File: src/hw/tswd_pkg.sv
package tswd_pkg;

  localparam int ADDR_W = 8;

  // Register byte addresses
  localparam logic [ADDR_W-1:0] ADDR_CTRL = 8'h00;
  localparam logic [ADDR_W-1:0] ADDR_SRC1_LO = 8'h04;
  localparam logic [ADDR_W-1:0] ADDR_SRC1_HI = 8'h08;
  localparam logic [ADDR_W-1:0] ADDR_SRC2_LO = 8'h0c;
  localparam logic [ADDR_W-1:0] ADDR_SRC2_HI = 8'h10;
  localparam logic [ADDR_W-1:0] ADDR_UPPER_DVD = 8'h14;
  localparam logic [ADDR_W-1:0] ADDR_STATUS = 8'h18;
  localparam logic [ADDR_W-1:0] ADDR_RESULT_LO = 8'h1c;
  localparam logic [ADDR_W-1:0] ADDR_RESULT_HI = 8'h20;
  localparam logic [ADDR_W-1:0] ADDR_CCR = 8'h24;

  // Control word layout
  localparam int CTRL_OPC_LSB = 0;
  localparam int CTRL_IMMSEL_BIT = 6;
  localparam int CTRL_IMM_LSB = 7;
  localparam int CTRL_RSV_LSB = 20;
  localparam int CTRL_GO_BIT = 31;
  localparam logic [31:0] CTRL_RST = 32'h0000_0000;
  localparam logic [30:0] CTRL_STORE_MASK = 31'h0fff_ffff;

  // Opcode field encodings
  localparam logic [5:0] OPC_UDIV = 6'h0e;
  localparam logic [5:0] OPC_SDIV = 6'h0f;
  localparam logic [1:0] OPC_PAIR_PLAIN = 2'b00;
  localparam logic [1:0] OPC_PAIR_CC = 2'b01;
  localparam logic [5:0] OPC_TSUB_FLAGS = 6'h30;
  localparam logic [5:0] OPC_TSUB_TRAP = 6'h31;

  // Status bits
  localparam int ST_BUSY = 0;
  localparam int ST_DONE = 1;
  localparam int ST_ILLEGAL = 2;
  localparam int ST_TAGOVF = 3;
  localparam int ST_ZERODIV = 4;
  localparam int ST_DESTWR = 5;
  localparam int ST_DIVOVF = 6;

  // Condition code layout: word flags low, doubleword flags high
  localparam int CC_ICC_C = 0;
  localparam int CC_ICC_V = 1;
  localparam int CC_ICC_Z = 2;
  localparam int CC_ICC_N = 3;
  localparam int CC_XCC_C = 4;
  localparam int CC_XCC_V = 5;
  localparam int CC_XCC_Z = 6;
  localparam int CC_XCC_N = 7;
  localparam logic [7:0] CCR_RST = 8'h00;

  // Divide overflow clamps and limits
  localparam logic [63:0] UDIV_CLAMP = 64'h0000_0000_ffff_ffff;
  localparam logic [63:0] SDIV_POS_CLAMP = 64'h0000_0000_7fff_ffff;
  localparam logic [63:0] SDIV_NEG_CLAMP = 64'hffff_ffff_8000_0000;
  localparam logic [63:0] SDIV_NEG_LIMIT = 64'h0000_0000_8000_0000;

  localparam logic [6:0] DIV_STEPS = 7'h40;

  localparam logic [1:0] RESP_OKAY = 2'b00;
  localparam logic [1:0] RESP_SLVERR = 2'b10;

  typedef enum logic {ST_IDLE, ST_DIV} tswd_state_t;

endpackage

File: src/hw/tswd_divider.sv
`timescale 1ns/1ns
// Restoring unsigned 64/32 divider, one quotient bit per clock.
module tswd_divider
  import tswd_pkg::*;
(
  input wire logic clk,
  input wire logic rst_n,
  input wire logic start,
  input wire logic [63:0] dividend,
  input wire logic [31:0] divisor,
  output logic done,
  output logic [63:0] quotient
);

  logic [32:0] rem_r;
  logic [31:0] dvs_r;
  logic [6:0] cnt_r;
  logic [32:0] shifted;
  logic fits;

  assign shifted = {rem_r[31:0], quotient[63]};
  assign fits = shifted >= {1'b0, dvs_r};

  // Full 64-bit quotient kept so the caller can see overflow
  always_ff @(posedge clk or negedge rst_n) begin
    if (!rst_n) begin
      rem_r <= '0;
      dvs_r <= '0;
      cnt_r <= '0;
      quotient <= '0;
      done <= 1'b0;
    end else if (start) begin
      rem_r <= '0;
      dvs_r <= divisor;
      cnt_r <= DIV_STEPS;
      quotient <= dividend;
      done <= 1'b0;
    end else if (cnt_r != 7'h0) begin
      rem_r <= fits ? shifted - {1'b0, dvs_r} : shifted;
      quotient <= {quotient[62:0], fits};
      cnt_r <= cnt_r - 7'h1;
      done <= (cnt_r == 7'h1);
    end else begin
      done <= 1'b0;
    end
  end

endmodule

File: src/hw/tswd_core.sv
// Design decisions made here: the register offsets and register access over AXI4-Lite.
`timescale 1ns/1ns
// Overview of operation
// - Tag overflow: low two bits of either operand set, or 32-bit signed overflow.
// - Flag-setting tagged subtract writes word overflow flag as the tag overflow.
// - Tagged subtract is first minus second or immediate; other flags as subtract.
// - Flag-setting tagged subtract: register form with bits 12:5 nonzero is illegal.
// - Trapping tagged subtract on tag overflow traps, destination and flags untouched.
// - Trapping tagged subtract without overflow writes difference, clears word overflow.
// - Trapping tagged subtract: register form with bits 12:5 nonzero is illegal.
// - Dividend is upper register above low source word; divisor is low word.
// - Upper dividend register content after a divide is unspecified.
// - Inexact quotients truncate toward zero for both signednesses.
// - Unsigned quotient at or above two to the 32 clamps to all-ones word.
// - Unsigned quotient without overflow is zero-extended to 64 bits.
// - Flag-setting unsigned divide: N/Z from clamped result, word V on overflow.
// - Non-flag-setting divides leave every condition code unchanged.
// - Signed overflow clamps to maximum positive or minimum negative word.
// - Signed quotient without overflow is sign-extended to 64 bits.
// - Flag-setting signed divide: N/Z from the clamped destination value.
// - Any divide: register form with bits 12:5 nonzero is illegal.
// - Divide opcodes are 00 1110 and 00 1111; upper pair 01 writes flags.
module tswd_core
  import tswd_pkg::*;
(
  input wire logic clk,
  input wire logic rst_n,
  input wire logic [ADDR_W-1:0] s_axi_awaddr,
  input wire logic s_axi_awvalid,
  output logic s_axi_awready,
  input wire logic [31:0] s_axi_wdata,
  input wire logic [3:0] s_axi_wstrb,
  input wire logic s_axi_wvalid,
  output logic s_axi_wready,
  output logic [1:0] s_axi_bresp,
  output logic s_axi_bvalid,
  input wire logic s_axi_bready,
  input wire logic [ADDR_W-1:0] s_axi_araddr,
  input wire logic s_axi_arvalid,
  output logic s_axi_arready,
  output logic [31:0] s_axi_rdata,
  output logic [1:0] s_axi_rresp,
  output logic s_axi_rvalid,
  input wire logic s_axi_rready,
  output logic resultValid,
  output logic destWrite,
  output logic [63:0] destResult,
  output logic [7:0] ccrOut,
  output logic illegalTrap,
  output logic tagOverflowTrap,
  output logic zeroDivisorTrap
);

  tswd_state_t state_r;
  logic [ADDR_W-1:0] awAddr_r;
  logic [31:0] wData_r;
  logic [3:0] wStrb_r;
  logic awHeld_r, wHeld_r, goPulse_r;
  logic [31:0] ctrl_r, src1Lo_r, src1Hi_r, src2Lo_r, src2Hi_r, upperDvd_r;
  logic [6:0] status_r;
  logic divSigned_r, divCc_r, qNeg_r;
  logic doWrite, ccrSwWr, busy;
  logic [31:0] rdMux;
  logic rdHit;

  function automatic logic [31:0] mergeStrb(input logic [31:0] old, input logic [31:0] nw, input logic [3:0] strb);
    logic [31:0] res;
    res = old;
    for (int i = 0; i < 4; i++) begin
      if (strb[i]) begin
        res[i*8 +: 8] = nw[i*8 +: 8];
      end
    end
    return res;
  endfunction

  // Write channel: address and data accepted in either order
  assign doWrite = awHeld_r && wHeld_r && !s_axi_bvalid;
  assign busy = goPulse_r || (state_r == ST_DIV);

  always_ff @(posedge clk or negedge rst_n) begin
    if (!rst_n) begin
      awHeld_r <= 1'b0;
      wHeld_r <= 1'b0;
      awAddr_r <= '0;
      wData_r <= '0;
      wStrb_r <= '0;
      s_axi_awready <= 1'b0;
      s_axi_wready <= 1'b0;
      s_axi_bvalid <= 1'b0;
      s_axi_bresp <= RESP_OKAY;
    end else begin
      s_axi_awready <= !awHeld_r && !(s_axi_awvalid && s_axi_awready) && !s_axi_bvalid;
      s_axi_wready <= !wHeld_r && !(s_axi_wvalid && s_axi_wready) && !s_axi_bvalid;
      if (s_axi_awvalid && s_axi_awready) begin
        awHeld_r <= 1'b1;
        awAddr_r <= s_axi_awaddr;
      end
      if (s_axi_wvalid && s_axi_wready) begin
        wHeld_r <= 1'b1;
        wData_r <= s_axi_wdata;
        wStrb_r <= s_axi_wstrb;
      end
      if (doWrite) begin
        awHeld_r <= 1'b0;
        wHeld_r <= 1'b0;
        s_axi_bvalid <= 1'b1;
        case (awAddr_r)
          ADDR_CTRL, ADDR_SRC1_LO, ADDR_SRC1_HI, ADDR_SRC2_LO, ADDR_SRC2_HI, ADDR_UPPER_DVD, ADDR_CCR: begin
            s_axi_bresp <= RESP_OKAY;
          end
          default: begin
            s_axi_bresp <= RESP_SLVERR;
          end
        endcase
      end else if (s_axi_bvalid && s_axi_bready) begin
        s_axi_bvalid <= 1'b0;
      end
    end
  end

  // Operand registers; the go bit is never stored, it only launches
  always_ff @(posedge clk or negedge rst_n) begin
    if (!rst_n) begin
      ctrl_r <= CTRL_RST;
      src1Lo_r <= '0;
      src1Hi_r <= '0;
      src2Lo_r <= '0;
      src2Hi_r <= '0;
      upperDvd_r <= '0;
      goPulse_r <= 1'b0;
    end else begin
      goPulse_r <= 1'b0;
      if (doWrite) begin
        case (awAddr_r)
          ADDR_CTRL: begin
            ctrl_r <= mergeStrb(ctrl_r, wData_r, wStrb_r) & {1'b0, CTRL_STORE_MASK};
            goPulse_r <= wStrb_r[3] && wData_r[CTRL_GO_BIT] && !busy;
          end
          ADDR_SRC1_LO: src1Lo_r <= mergeStrb(src1Lo_r, wData_r, wStrb_r);
          ADDR_SRC1_HI: src1Hi_r <= mergeStrb(src1Hi_r, wData_r, wStrb_r);
          ADDR_SRC2_LO: src2Lo_r <= mergeStrb(src2Lo_r, wData_r, wStrb_r);
          ADDR_SRC2_HI: src2Hi_r <= mergeStrb(src2Hi_r, wData_r, wStrb_r);
          // Divides leave this register as software wrote it
          ADDR_UPPER_DVD: upperDvd_r <= mergeStrb(upperDvd_r, wData_r, wStrb_r);
          default: begin
          end
        endcase
      end
    end
  end

  assign ccrSwWr = doWrite && (awAddr_r == ADDR_CCR) && wStrb_r[0];

  // Decode and datapath
  logic [5:0] opc;
  logic [12:0] imm13;
  logic [63:0] opA, opB, diff;
  logic isTsubF, isTsubT, isTsub, isDiv, divCcNow, illegalEnc, tagOvf;
  logic [31:0] dvs32;
  logic [63:0] dvd64, dvdMag;
  logic [31:0] dvsMag;
  logic [7:0] subCc;

  assign opc = ctrl_r[CTRL_OPC_LSB +: 6];
  assign imm13 = ctrl_r[CTRL_IMM_LSB +: 13];
  assign opA = {src1Hi_r, src1Lo_r};
  assign opB = ctrl_r[CTRL_IMMSEL_BIT] ? {{51{imm13[12]}}, imm13} : {src2Hi_r, src2Lo_r};
  assign diff = opA - opB;
  assign isTsubF = opc == OPC_TSUB_FLAGS;
  assign isTsubT = opc == OPC_TSUB_TRAP;
  assign isTsub = isTsubF || isTsubT;
  assign isDiv = (opc[3:0] == OPC_UDIV[3:0] || opc[3:0] == OPC_SDIV[3:0])
                 && (opc[5:4] == OPC_PAIR_PLAIN || opc[5:4] == OPC_PAIR_CC);
  assign divCcNow = opc[5:4] == OPC_PAIR_CC;
  // Unknown opcodes also land on the illegal path
  assign illegalEnc = (!ctrl_r[CTRL_IMMSEL_BIT] && ctrl_r[CTRL_RSV_LSB +: 8] != 8'h00)
                      || !(isTsub || isDiv);
  assign tagOvf = (opA[1:0] != 2'b00) || (opB[1:0] != 2'b00)
                  || ((opA[31] != opB[31]) && (diff[31] != opA[31]));
  assign dvs32 = opB[31:0];
  assign dvd64 = {upperDvd_r, src1Lo_r};
  assign dvdMag = (opc[0] && dvd64[63]) ? 64'(-dvd64) : dvd64;
  assign dvsMag = (opc[0] && dvs32[31]) ? 32'(-dvs32) : dvs32;

  always_comb begin
    subCc = '0;
    subCc[CC_ICC_N] = diff[31];
    subCc[CC_ICC_Z] = diff[31:0] == 32'h0;
    subCc[CC_ICC_C] = opA[31:0] < opB[31:0];
    subCc[CC_ICC_V] = isTsubF ? tagOvf : 1'b0;
    subCc[CC_XCC_N] = diff[63];
    subCc[CC_XCC_Z] = diff == 64'h0;
    subCc[CC_XCC_C] = opA < opB;
    subCc[CC_XCC_V] = (opA[63] != opB[63]) && (diff[63] != opA[63]);
  end

  logic divStart, divDone;
  logic [63:0] qMag;

  tswd_divider u_div (
    .clk(clk),
    .rst_n(rst_n),
    .start(divStart),
    .dividend(dvdMag),
    .divisor(dvsMag),
    .done(divDone),
    .quotient(qMag)
  );

  // Magnitude division truncates, so signs applied afterwards round toward zero
  logic divOvf;
  logic [63:0] divRes;
  always_comb begin
    divOvf = 1'b0;
    divRes = '0;
    if (!divSigned_r) begin
      divOvf = qMag[63:32] != 32'h0;
      divRes = divOvf ? UDIV_CLAMP : {32'h0, qMag[31:0]};
    end else if (!qNeg_r) begin
      divOvf = qMag[63:31] != 33'h0;
      divRes = divOvf ? SDIV_POS_CLAMP : {32'h0, qMag[31:0]};
    end else begin
      divOvf = qMag > SDIV_NEG_LIMIT;
      divRes = divOvf ? SDIV_NEG_CLAMP : 64'(-qMag);
    end
  end

  // Completion of an operation, one cycle
  logic finNow, finWrite, finCcWr, finIllegal, finTag, finZdiv;
  logic [63:0] finResult;
  logic [7:0] finCc;

  always_comb begin
    finNow = 1'b0;
    finWrite = 1'b0;
    finCcWr = 1'b0;
    finIllegal = 1'b0;
    finTag = 1'b0;
    finZdiv = 1'b0;
    finResult = '0;
    finCc = '0;
    divStart = 1'b0;
    if (state_r == ST_IDLE && goPulse_r) begin
      finNow = 1'b1;
      if (illegalEnc) begin
        finIllegal = 1'b1;
      end else if (isTsub) begin
        if (isTsubT && tagOvf) begin
          finTag = 1'b1;
        end else begin
          finWrite = 1'b1;
          finResult = diff;
          finCcWr = 1'b1;
          finCc = subCc;
        end
      end else if (dvs32 == 32'h0) begin
        finZdiv = 1'b1;
      end else begin
        finNow = 1'b0;
        divStart = 1'b1;
      end
    end else if (state_r == ST_DIV && divDone) begin
      finNow = 1'b1;
      finWrite = 1'b1;
      finResult = divRes;
      finCcWr = divCc_r;
      finCc[CC_ICC_N] = divRes[31];
      finCc[CC_ICC_Z] = divRes[31:0] == 32'h0;
      finCc[CC_ICC_V] = divOvf;
      finCc[CC_XCC_N] = divRes[63];
      finCc[CC_XCC_Z] = divRes == 64'h0;
    end
  end

  always_ff @(posedge clk or negedge rst_n) begin
    if (!rst_n) begin
      state_r <= ST_IDLE;
      divSigned_r <= 1'b0;
      divCc_r <= 1'b0;
      qNeg_r <= 1'b0;
    end else begin
      case (state_r)
        ST_IDLE: begin
          if (divStart) begin
            state_r <= ST_DIV;
            divSigned_r <= opc[0];
            divCc_r <= divCcNow;
            qNeg_r <= opc[0] && (dvd64[63] != dvs32[31]);
          end
        end
        ST_DIV: begin
          if (divDone) begin
            state_r <= ST_IDLE;
          end
        end
        default: state_r <= ST_IDLE;
      endcase
    end
  end

  // Results and flags; a hardware update beats a software flag write in the same cycle
  always_ff @(posedge clk or negedge rst_n) begin
    if (!rst_n) begin
      ccrOut <= CCR_RST;
      destResult <= '0;
      status_r <= '0;
      resultValid <= 1'b0;
      destWrite <= 1'b0;
      illegalTrap <= 1'b0;
      tagOverflowTrap <= 1'b0;
      zeroDivisorTrap <= 1'b0;
    end else begin
      resultValid <= finNow;
      destWrite <= finWrite;
      illegalTrap <= finIllegal;
      tagOverflowTrap <= finTag;
      zeroDivisorTrap <= finZdiv;
      if (finCcWr) begin
        ccrOut <= finCc;
      end else if (ccrSwWr) begin
        ccrOut <= wData_r[7:0];
      end
      if (finWrite) begin
        destResult <= finResult;
      end
      if (finNow) begin
        status_r <= '0;
        status_r[ST_DONE] <= 1'b1;
        status_r[ST_ILLEGAL] <= finIllegal;
        status_r[ST_TAGOVF] <= finTag;
        status_r[ST_ZERODIV] <= finZdiv;
        status_r[ST_DESTWR] <= finWrite;
        status_r[ST_DIVOVF] <= finWrite && state_r == ST_DIV && divOvf;
      end else if (goPulse_r) begin
        status_r <= '0;
      end
    end
  end

  // Read channel
  always_comb begin
    rdHit = 1'b1;
    rdMux = '0;
    case (s_axi_araddr)
      ADDR_CTRL: rdMux = ctrl_r;
      ADDR_SRC1_LO: rdMux = src1Lo_r;
      ADDR_SRC1_HI: rdMux = src1Hi_r;
      ADDR_SRC2_LO: rdMux = src2Lo_r;
      ADDR_SRC2_HI: rdMux = src2Hi_r;
      ADDR_UPPER_DVD: rdMux = upperDvd_r;
      ADDR_STATUS: rdMux = {25'h0, status_r[6:1], busy};
      ADDR_RESULT_LO: rdMux = destResult[31:0];
      ADDR_RESULT_HI: rdMux = destResult[63:32];
      ADDR_CCR: rdMux = {24'h0, ccrOut};
      default: rdHit = 1'b0;
    endcase
  end

  always_ff @(posedge clk or negedge rst_n) begin
    if (!rst_n) begin
      s_axi_arready <= 1'b0;
      s_axi_rvalid <= 1'b0;
      s_axi_rdata <= '0;
      s_axi_rresp <= RESP_OKAY;
    end else if (s_axi_arvalid && s_axi_arready) begin
      s_axi_arready <= 1'b0;
      s_axi_rvalid <= 1'b1;
      s_axi_rdata <= rdMux;
      s_axi_rresp <= rdHit ? RESP_OKAY : RESP_SLVERR;
    end else if (s_axi_rvalid && s_axi_rready) begin
      s_axi_rvalid <= 1'b0;
    end else begin
      s_axi_arready <= !s_axi_rvalid;
    end
  end
endmodule

File: config.mk
export PLATFORM = sky130hd
export DESIGN_NAME = tswd_core
export DESIGN_NICKNAME = d
export VERILOG_FILES = /design/src/hw/tswd_pkg.sv /design/src/hw/tswd_divider.sv /design/src/hw/tswd_core.sv
export SDC_FILE = /design/constraint.sdc
export NUM_CORES = 1
export LEC_CHECK = 0
export BUFFER_PORTS_ARGS = -buffer_cell sky130_fd_sc_hd__buf_2
export CAP_MARGIN = 20
export CORE_MARGIN = 10
export CORE_UTILIZATION = 55
export CTS_CLUSTER_DIAMETER = 120
export DETAILED_ROUTE_END_ITERATION = 10
export PLACE_DENSITY = 0.73
export SETUP_SLACK_MARGIN = 0.3
export SYNTH_ARGS = -nofsm -noshare
export SYNTH_HDL_FRONTEND = slang
export SYNTH_SLANG_ARGS = --single-unit
export TNS_END_PERCENT = 100
File: constraint.sdc
create_clock -name clk -period 13.7 [get_ports clk]
set_clock_uncertainty 0.15 [all_clocks]
set_input_delay 2.74 -clock clk [delete_from_list [all_inputs] [get_ports clk]]
set_output_delay 2.74 -clock clk [all_outputs]
set_load 0.02 [all_outputs]
=== Yosys cells after proc, flatten, opt, wreduce, memory -nomap -nowiden ===
Index checks and enable logic that the tools add are counted.

* Add/sub/neg operators: 6
* $lt $le $gt $ge: 4
* Eq/ne operators: 27
* Multiplexer cells: 81
* Bitwise gates (word level): 1
* Reduce and logical (&&, ||, !) cells: 92

{| class="wikitable"
|+ Operator list
! cell !! count
|-
| 64-bit 2-to-1 mux || 12
|-
| 32-bit one-hot mux with 10 select lines || 1
|-
| 32-bit 2-to-1 mux || 6
|-
| 64-bit zero test || 2
|-
| 64-bit negator || 2
|-
| 32-bit zero test || 3
|-
| 3-bit AND reduction || 24
|-
| 64-bit by 32-bit > comparator with 1-bit output (second input constant) || 1
|-
| 64-bit < comparator || 1
|-
| 64-bit subtractor || 1
|-
| 8-bit by 5-bit == test with 1-bit output (second input constant) || 6
|-
| 1-bit 2-to-1 mux || 45
|-
| 8-bit 2-to-1 mux || 5
|-
| 33-bit by 32-bit greater-or-equal comparator with 1-bit output || 1
|-
| 33-bit nonzero test || 1
|-
| 8-bit by 4-bit == test with 1-bit output (second input constant) || 4
|-
| 32-bit < comparator || 1
|-
| 32-bit negator || 1
|-
| 32-bit nonzero test || 1
|-
| 32-bit subtractor || 1
|-
| 7-bit 2-to-1 mux || 4
|-
| 1-bit logical AND || 27
|-
| 8-bit by 6-bit == test with 1-bit output (second input constant) || 3
|-
| 2-bit nonzero test || 9
|-
| other kinds (21) || 49
|}

* Flip-flop bits (word level): 500
* Input port bits: 59
* Output and inout bits: 118
* Logic and storage cells: 266

=== Depth between registers and ports, before layout ===
* Word-level depth: 13
* Gate-level depth with buffers: 21
* Gate-level depth less buffers: 17

=== Hierarchy ===
Synthesis repeated with hierarchy kept, for this count alone.

* Cells, all modules: 3400
* Area, all modules: 31421.4 µm²

{| class="wikitable"
|+ Modules (own cells, without submodules)
! module !! instances !! cells an instance !! area an instance (µm²) !! seq. area each (µm²)
|-
| tswd_core || 1 || 2515 || 23530.1 || 9033.7
|-
| tswd_divider || 1 || 885 || 7891.3 || 3403.3
|}

=== Worst setup path before layout ===
No wires, ideal clock.

* Path kind: register -> register
* Start: register ctrl_r[6]
* End: register ccrOut[6]
* Library setup time: 0.095 ns
* Arrival: 4.741 ns
* Required time: 13.455 ns
* Setup slack: 8.713 ns
* Stages on the path, launching flop included: 21
* Path buffers: 5
* Clock period less this slack: 4.987 ns
* Cell sequence: dfrtp_1 -> clkbuf_1 -> inv_1 -> clkbuf_1 -> clkbuf_1 -> buf_1 -> a21oi_1 -> ha_1 -> buf_2 -> a21oi_2 -> o211ai_1 -> a211o_1 -> a221oi_2 -> nand2_1 -> or3_1 -> a221oi_2 -> o2111ai_1 -> nor4_1 -> nand4_1 -> or4_1 -> o31ai_1

* Word-level cells in the longest chain between the ends: 11
* Elaborated cells on any way between the ends: 23
* Classes of those cells: add/sub: 1; eq/ne: 2; mux: 10; reduce/logical: 10

{| class="wikitable"
|+ Ends and longest elaborated chain
! what !! line !! text
|-
| start: declaration || tswd_core.sv:59 || <nowiki>logic [31:0] ctrl_r, src1Lo_r, src1Hi_r, src2Lo_r, src2Hi_r, upperDvd_r;</nowiki>
|-
| start signal: assignment || tswd_core.sv:137 || <nowiki>ctrl_r <= mergeStrb(ctrl_r, wData_r, wStrb_r) & {1'b0, CTRL_STORE_MASK};</nowiki>
|-
| branches (longest 11 deep; another with 64-bit subtractor) || n/a ||
|-
| end signal: assignment || tswd_core.sv:320 || <nowiki>ccrOut <= finCc;</nowiki>
|-
| end signal: assignment || tswd_core.sv:322 || <nowiki>ccrOut <= wData_r[7:0];</nowiki>
|-
| end: declaration || tswd_core.sv:48 || <nowiki>output logic [7:0] ccrOut,</nowiki>
|}

Several ways; the timed one is not identified.
A chain may end at the register's enable or synchronous reset.

=== Worst setup path after layout ===
* Start: register ctrl_r[6]
* End: register ccrOut[1]

* Word-level cells in the longest chain between the ends: 11
* Elaborated cells on any way between the ends: 23
* Classes of those cells: add/sub: 1; eq/ne: 2; mux: 11; reduce/logical: 9

{| class="wikitable"
|+ Ends and longest elaborated chain
! what !! line !! text
|-
| 64-bit 2-to-1 mux || tswd_core.sv:168 || <nowiki>assign opB = ctrl_r[CTRL_IMMSEL_BIT] ? {{51{imm13[12]}}, imm13} : {src2Hi_r, src2Lo_r};</nowiki>
|-
| 64-bit subtractor || tswd_core.sv:169 || <nowiki>assign diff = opA - opB;</nowiki>
|-
| 1-bit inequality test || tswd_core.sv:180 || <nowiki>|| ((opA[31] != opB[31]) && (diff[31] != opA[31]));</nowiki>
|-
| 1-bit logical AND || tswd_core.sv:180 ||
|-
| 1-bit logical OR || tswd_core.sv:180 ||
|-
| 1-bit 2-to-1 mux / 1-bit logical AND (equally long branches) || tswd_core.sv:191, tswd_core.sv:249 ||
|-
| 8-bit 2-to-1 mux / 1-bit 2-to-1 mux (equally long branches) || tswd_core.sv:249 || <nowiki>if (isTsubT && tagOvf) begin</nowiki>
|-
| 8-bit 2-to-1 mux / 1-bit 2-to-1 mux (equally long branches) || tswd_core.sv:248 || <nowiki>end else if (isTsub) begin</nowiki>
|-
| 8-bit 2-to-1 mux / 1-bit 2-to-1 mux (equally long branches) || tswd_core.sv:246 || <nowiki>if (illegalEnc) begin</nowiki>
|-
| 3-bit 2-to-1 mux / 1-bit 2-to-1 mux (equally long branches) || tswd_core.sv:244 || <nowiki>if (state_r == ST_IDLE && goPulse_r) begin</nowiki>
|-
| 8-bit 2-to-1 mux / 2-bit nonzero test (equally long branches) || n/a ||
|}

Parallel ways exist; a longest one is shown, timed or not.

==> metrics <==
CTS tree built; pin count of the biggest net entering global routing 176; post-CTS setup repair buffer count 0; Startpoint Class flip-flop; final net count 3694; max-slew violation count 0; remaining routing DRC violations 0; fin crit share 0.495; crit path time final 6.78 ns; H-tree Lvls 2; Crit-path slowest cell nor2_4; leading post-synthesis cells by instance count dfrtp_1 (497), nand2_1 (422), nor2_1 (301); Core ar. 56400 sq um; IO Count approximately 180; Filler cells approximately 5000; final non-filler cell total 4318; Cell Count Post-Placement 4222; DR pass1 iterations 6; Buffers on Ports 174; full die area 66900 sq um; Buf/Inv on CP 3; worst-case clock buffer depth 3; area delta synth->final 10.5%; antenna violations before repair 7; Gate Count Post-Synth 3437; overall overflow remaining after global route 0; Post-synth EDFFs 0; Reg clk slew, reported paths 0.07 ns; chip height approximately 260 um; vias per std cell 6.87; syn avg cell area 9.12 sq um; PwrDens 229 nW/um^2; Antenna Cells 0; Worst Path Required 14.06 ns; CTS Sinks 497; setup TNS 0 ns; CTS Hold Buffers Added 0; gpl congestion 1.07; final hold violation count 0; hold crit path type flip-flop to flip-flop; Yosys top cell area share 0.397; critical path, cell by cell buf_4, and2_2, buf_4, nor2_1, ha_1, nand4_1, nor3_1, nand2b_1, or2_1, o21ai_1, nor2_1, xnor3_1, o211ai_1, a21oi_2, buf_4, nor2_4, nor2_1, o31a_1; most common cell in the netlist dfrtp_1; Arr. time, crit path 7.14 ns; Worst-Skew Late Latency 0.63 ns; layout cells sized above 1 0.168; drt initial violations 4139; CP max stage delay roughly 0.95 ns; dpl hpwl 101000 um; Slew headroom 0.197; Total Routing Usage GR 0.382; vias in the first global route 27900; Yosys warning total 0; fmax 0.148 GHz; RSZ-0062 raised after global routing false; Std-Cell Rows 87; max cap viols 0; Async SR Flop Fraction 1.00; Clock Root Buffer clkbuf_16; Seq/Total Area, Yosys 0.397; mapped cell area 31300 sq um; Critical Path End Type flip-flop; critical path type flip-flop to flip-flop; Area contributors post-synth dfrtp_1 (40%), mux2_2 (8.4%), nand2_1 (5.1%); number of nets with antenna violations after routing 0; critical path's top delay family simple AND/OR/NAND/NOR gates; peak supply drop 0.000207 V; status finished, final reports clean; CTS buffer count 55; Primary FF master, synth dfrtp_1; most area-hungry cell type in the Yosys netlist dfrtp_1; Via Count 29700; WL final 132000 um; worst slew pin tran ~1.2 ns; Pleak 16.6 nW; DR WL/cell 30.5 um; die width between 200 and 300 um; # resized after CTS 0; Yosys reg bits approximately 500; global-route wire length before repair 191000 um; Final setup viols 0; worst-path fanout max 47; initial cell density of the core 0.556; synth unique cells 95
## routing by layer
metal,wire [um],vias up,part of all wire,GRT usage
li1,-,12800,-,-
met3,14900,395,0.11,0.101
met4,8520,10,0.065,0.213
met1,50700,14700,0.38,0.489
met2,57700,1769,0.44,0.583
met5,65,-,0.00049,0
## placed cells by master (no fill, tap or decap), drive strengths merged, types with 22 or more instances in the layout
| cell | instances |
|---|---|
| o211ai | 42 |
| nand3 | 92 |
| xnor2 | 103 |
| o21a | 22 |
| a31oi | 78 |
| and3 | 32 |
| nand2 | 422 |
| a21o | 66 |
| nor3 | 56 |
| clkbuf | 80 |
| o31ai | 24 |
| mux2i | 61 |
| ha | 110 |
| dfrtp | 497 |
| buf | 217 |
| o21ai | 201 |
| a22oi | 23 |
| a211oi | 24 |
| a222oi | 41 |
| or3 | 29 |
| nand4 | 35 |
| xor2 | 62 |
| a21oi | 230 |
| mux2 | 234 |
| a221oi | 39 |
| nor4 | 39 |
| nor2 | 303 |
| inv | 93 |
## registers in the layout, summed over array words and instances (netlist names), 4 cells and up
signal / flops
awAddr_r: 8
ccrOut: 8
ctrl_r: 28
destResult: 64
s_axi_rdata: 32
src1Hi_r: 32
src1Lo_r: 32
src2Hi_r: 32
src2Lo_r: 32
status_r: 6
u_div.cnt_r: 7
u_div.dvs_r: 32
u_div.quotient: 64
u_div.rem_r: 32
upperDvd_r: 32
wData_r: 32
wStrb_r: 4
## where the power goes
part	switching, mW	total [mW]	internal, mW	leakage [nW]
Combinational	2.83	4.39	1.56	8.95
Sequential	0.364	2.02	1.65	6.76
Clock	0.638	1.52	0.877	0.900
## kinds of logic after synthesis
family / after synthesis / synth area share
AND/OR/NAND/NOR: 1145 / 0.170
other: 1 / 0.000120
adder cells (fa/ha/maj): 112 / 0.0452
buffers and inverters: 279 / 0.0348
XOR/XNOR: 166 / 0.0468
multiplexers: 295 / 0.104
flip-flops: 497 / 0.397
AO/OA/AOI/OAI: 942 / 0.202
## area by class of cell
class	instances	area [sq um]	area share
timing repair buffer	217	1220	0.0351
multi-input combinational	2662	17900	0.516
tap	756	946	0.0273
inverter	90	338	0.00975
sequential	497	12400	0.359
clock inverter	16	170	0.00491
clock buffer	80	1660	0.0480
## path summary, 6_finish.rpt
path | from | end | slack (ns) | depth (start not counted)
max in group asynchronous | rst_n | src2Hi_r[22]$_DFFE_PN0P_ | 9.31 | 3
min in group asynchronous | rst_n | u_div.cnt_r[3]$_DFFE_PN0P_ | 1.91 | 1
hold reg to reg | s_axi_rvalid$_DFFE_PN0P_ | s_axi_arready$_DFFE_PN0P_ | 0.32 | 1
setup / recovery | ctrl_r[6]$_DFFE_PN0P_ | ccrOut[1]$_DFFE_PN0P_ | 6.92 | 18
setup reg to reg | ctrl_r[6]$_DFFE_PN0P_ | ccrOut[1]$_DFFE_PN0P_ | 6.92 | 18
hold / removal | s_axi_rvalid$_DFFE_PN0P_ | s_axi_arready$_DFFE_PN0P_ | 0.32 | 1
## stage by stage
step                 util  setup slack (ns)  total power [mW]  cell area, sq um  hold WS, ns
floorplan               -              8.71              4.70             31300        0.289
global placement    0.582              7.35              6.31             32800        0.297
detailed placement  0.582              7.17              6.25             32800        0.313
CTS                 0.614              7.18              7.77             34600        0.320
global route        0.614              6.73              8.19             34600        0.349
finish              0.614              6.92              7.92             34600        0.322
Note: power is estimated with default switching activity, not from simulation.
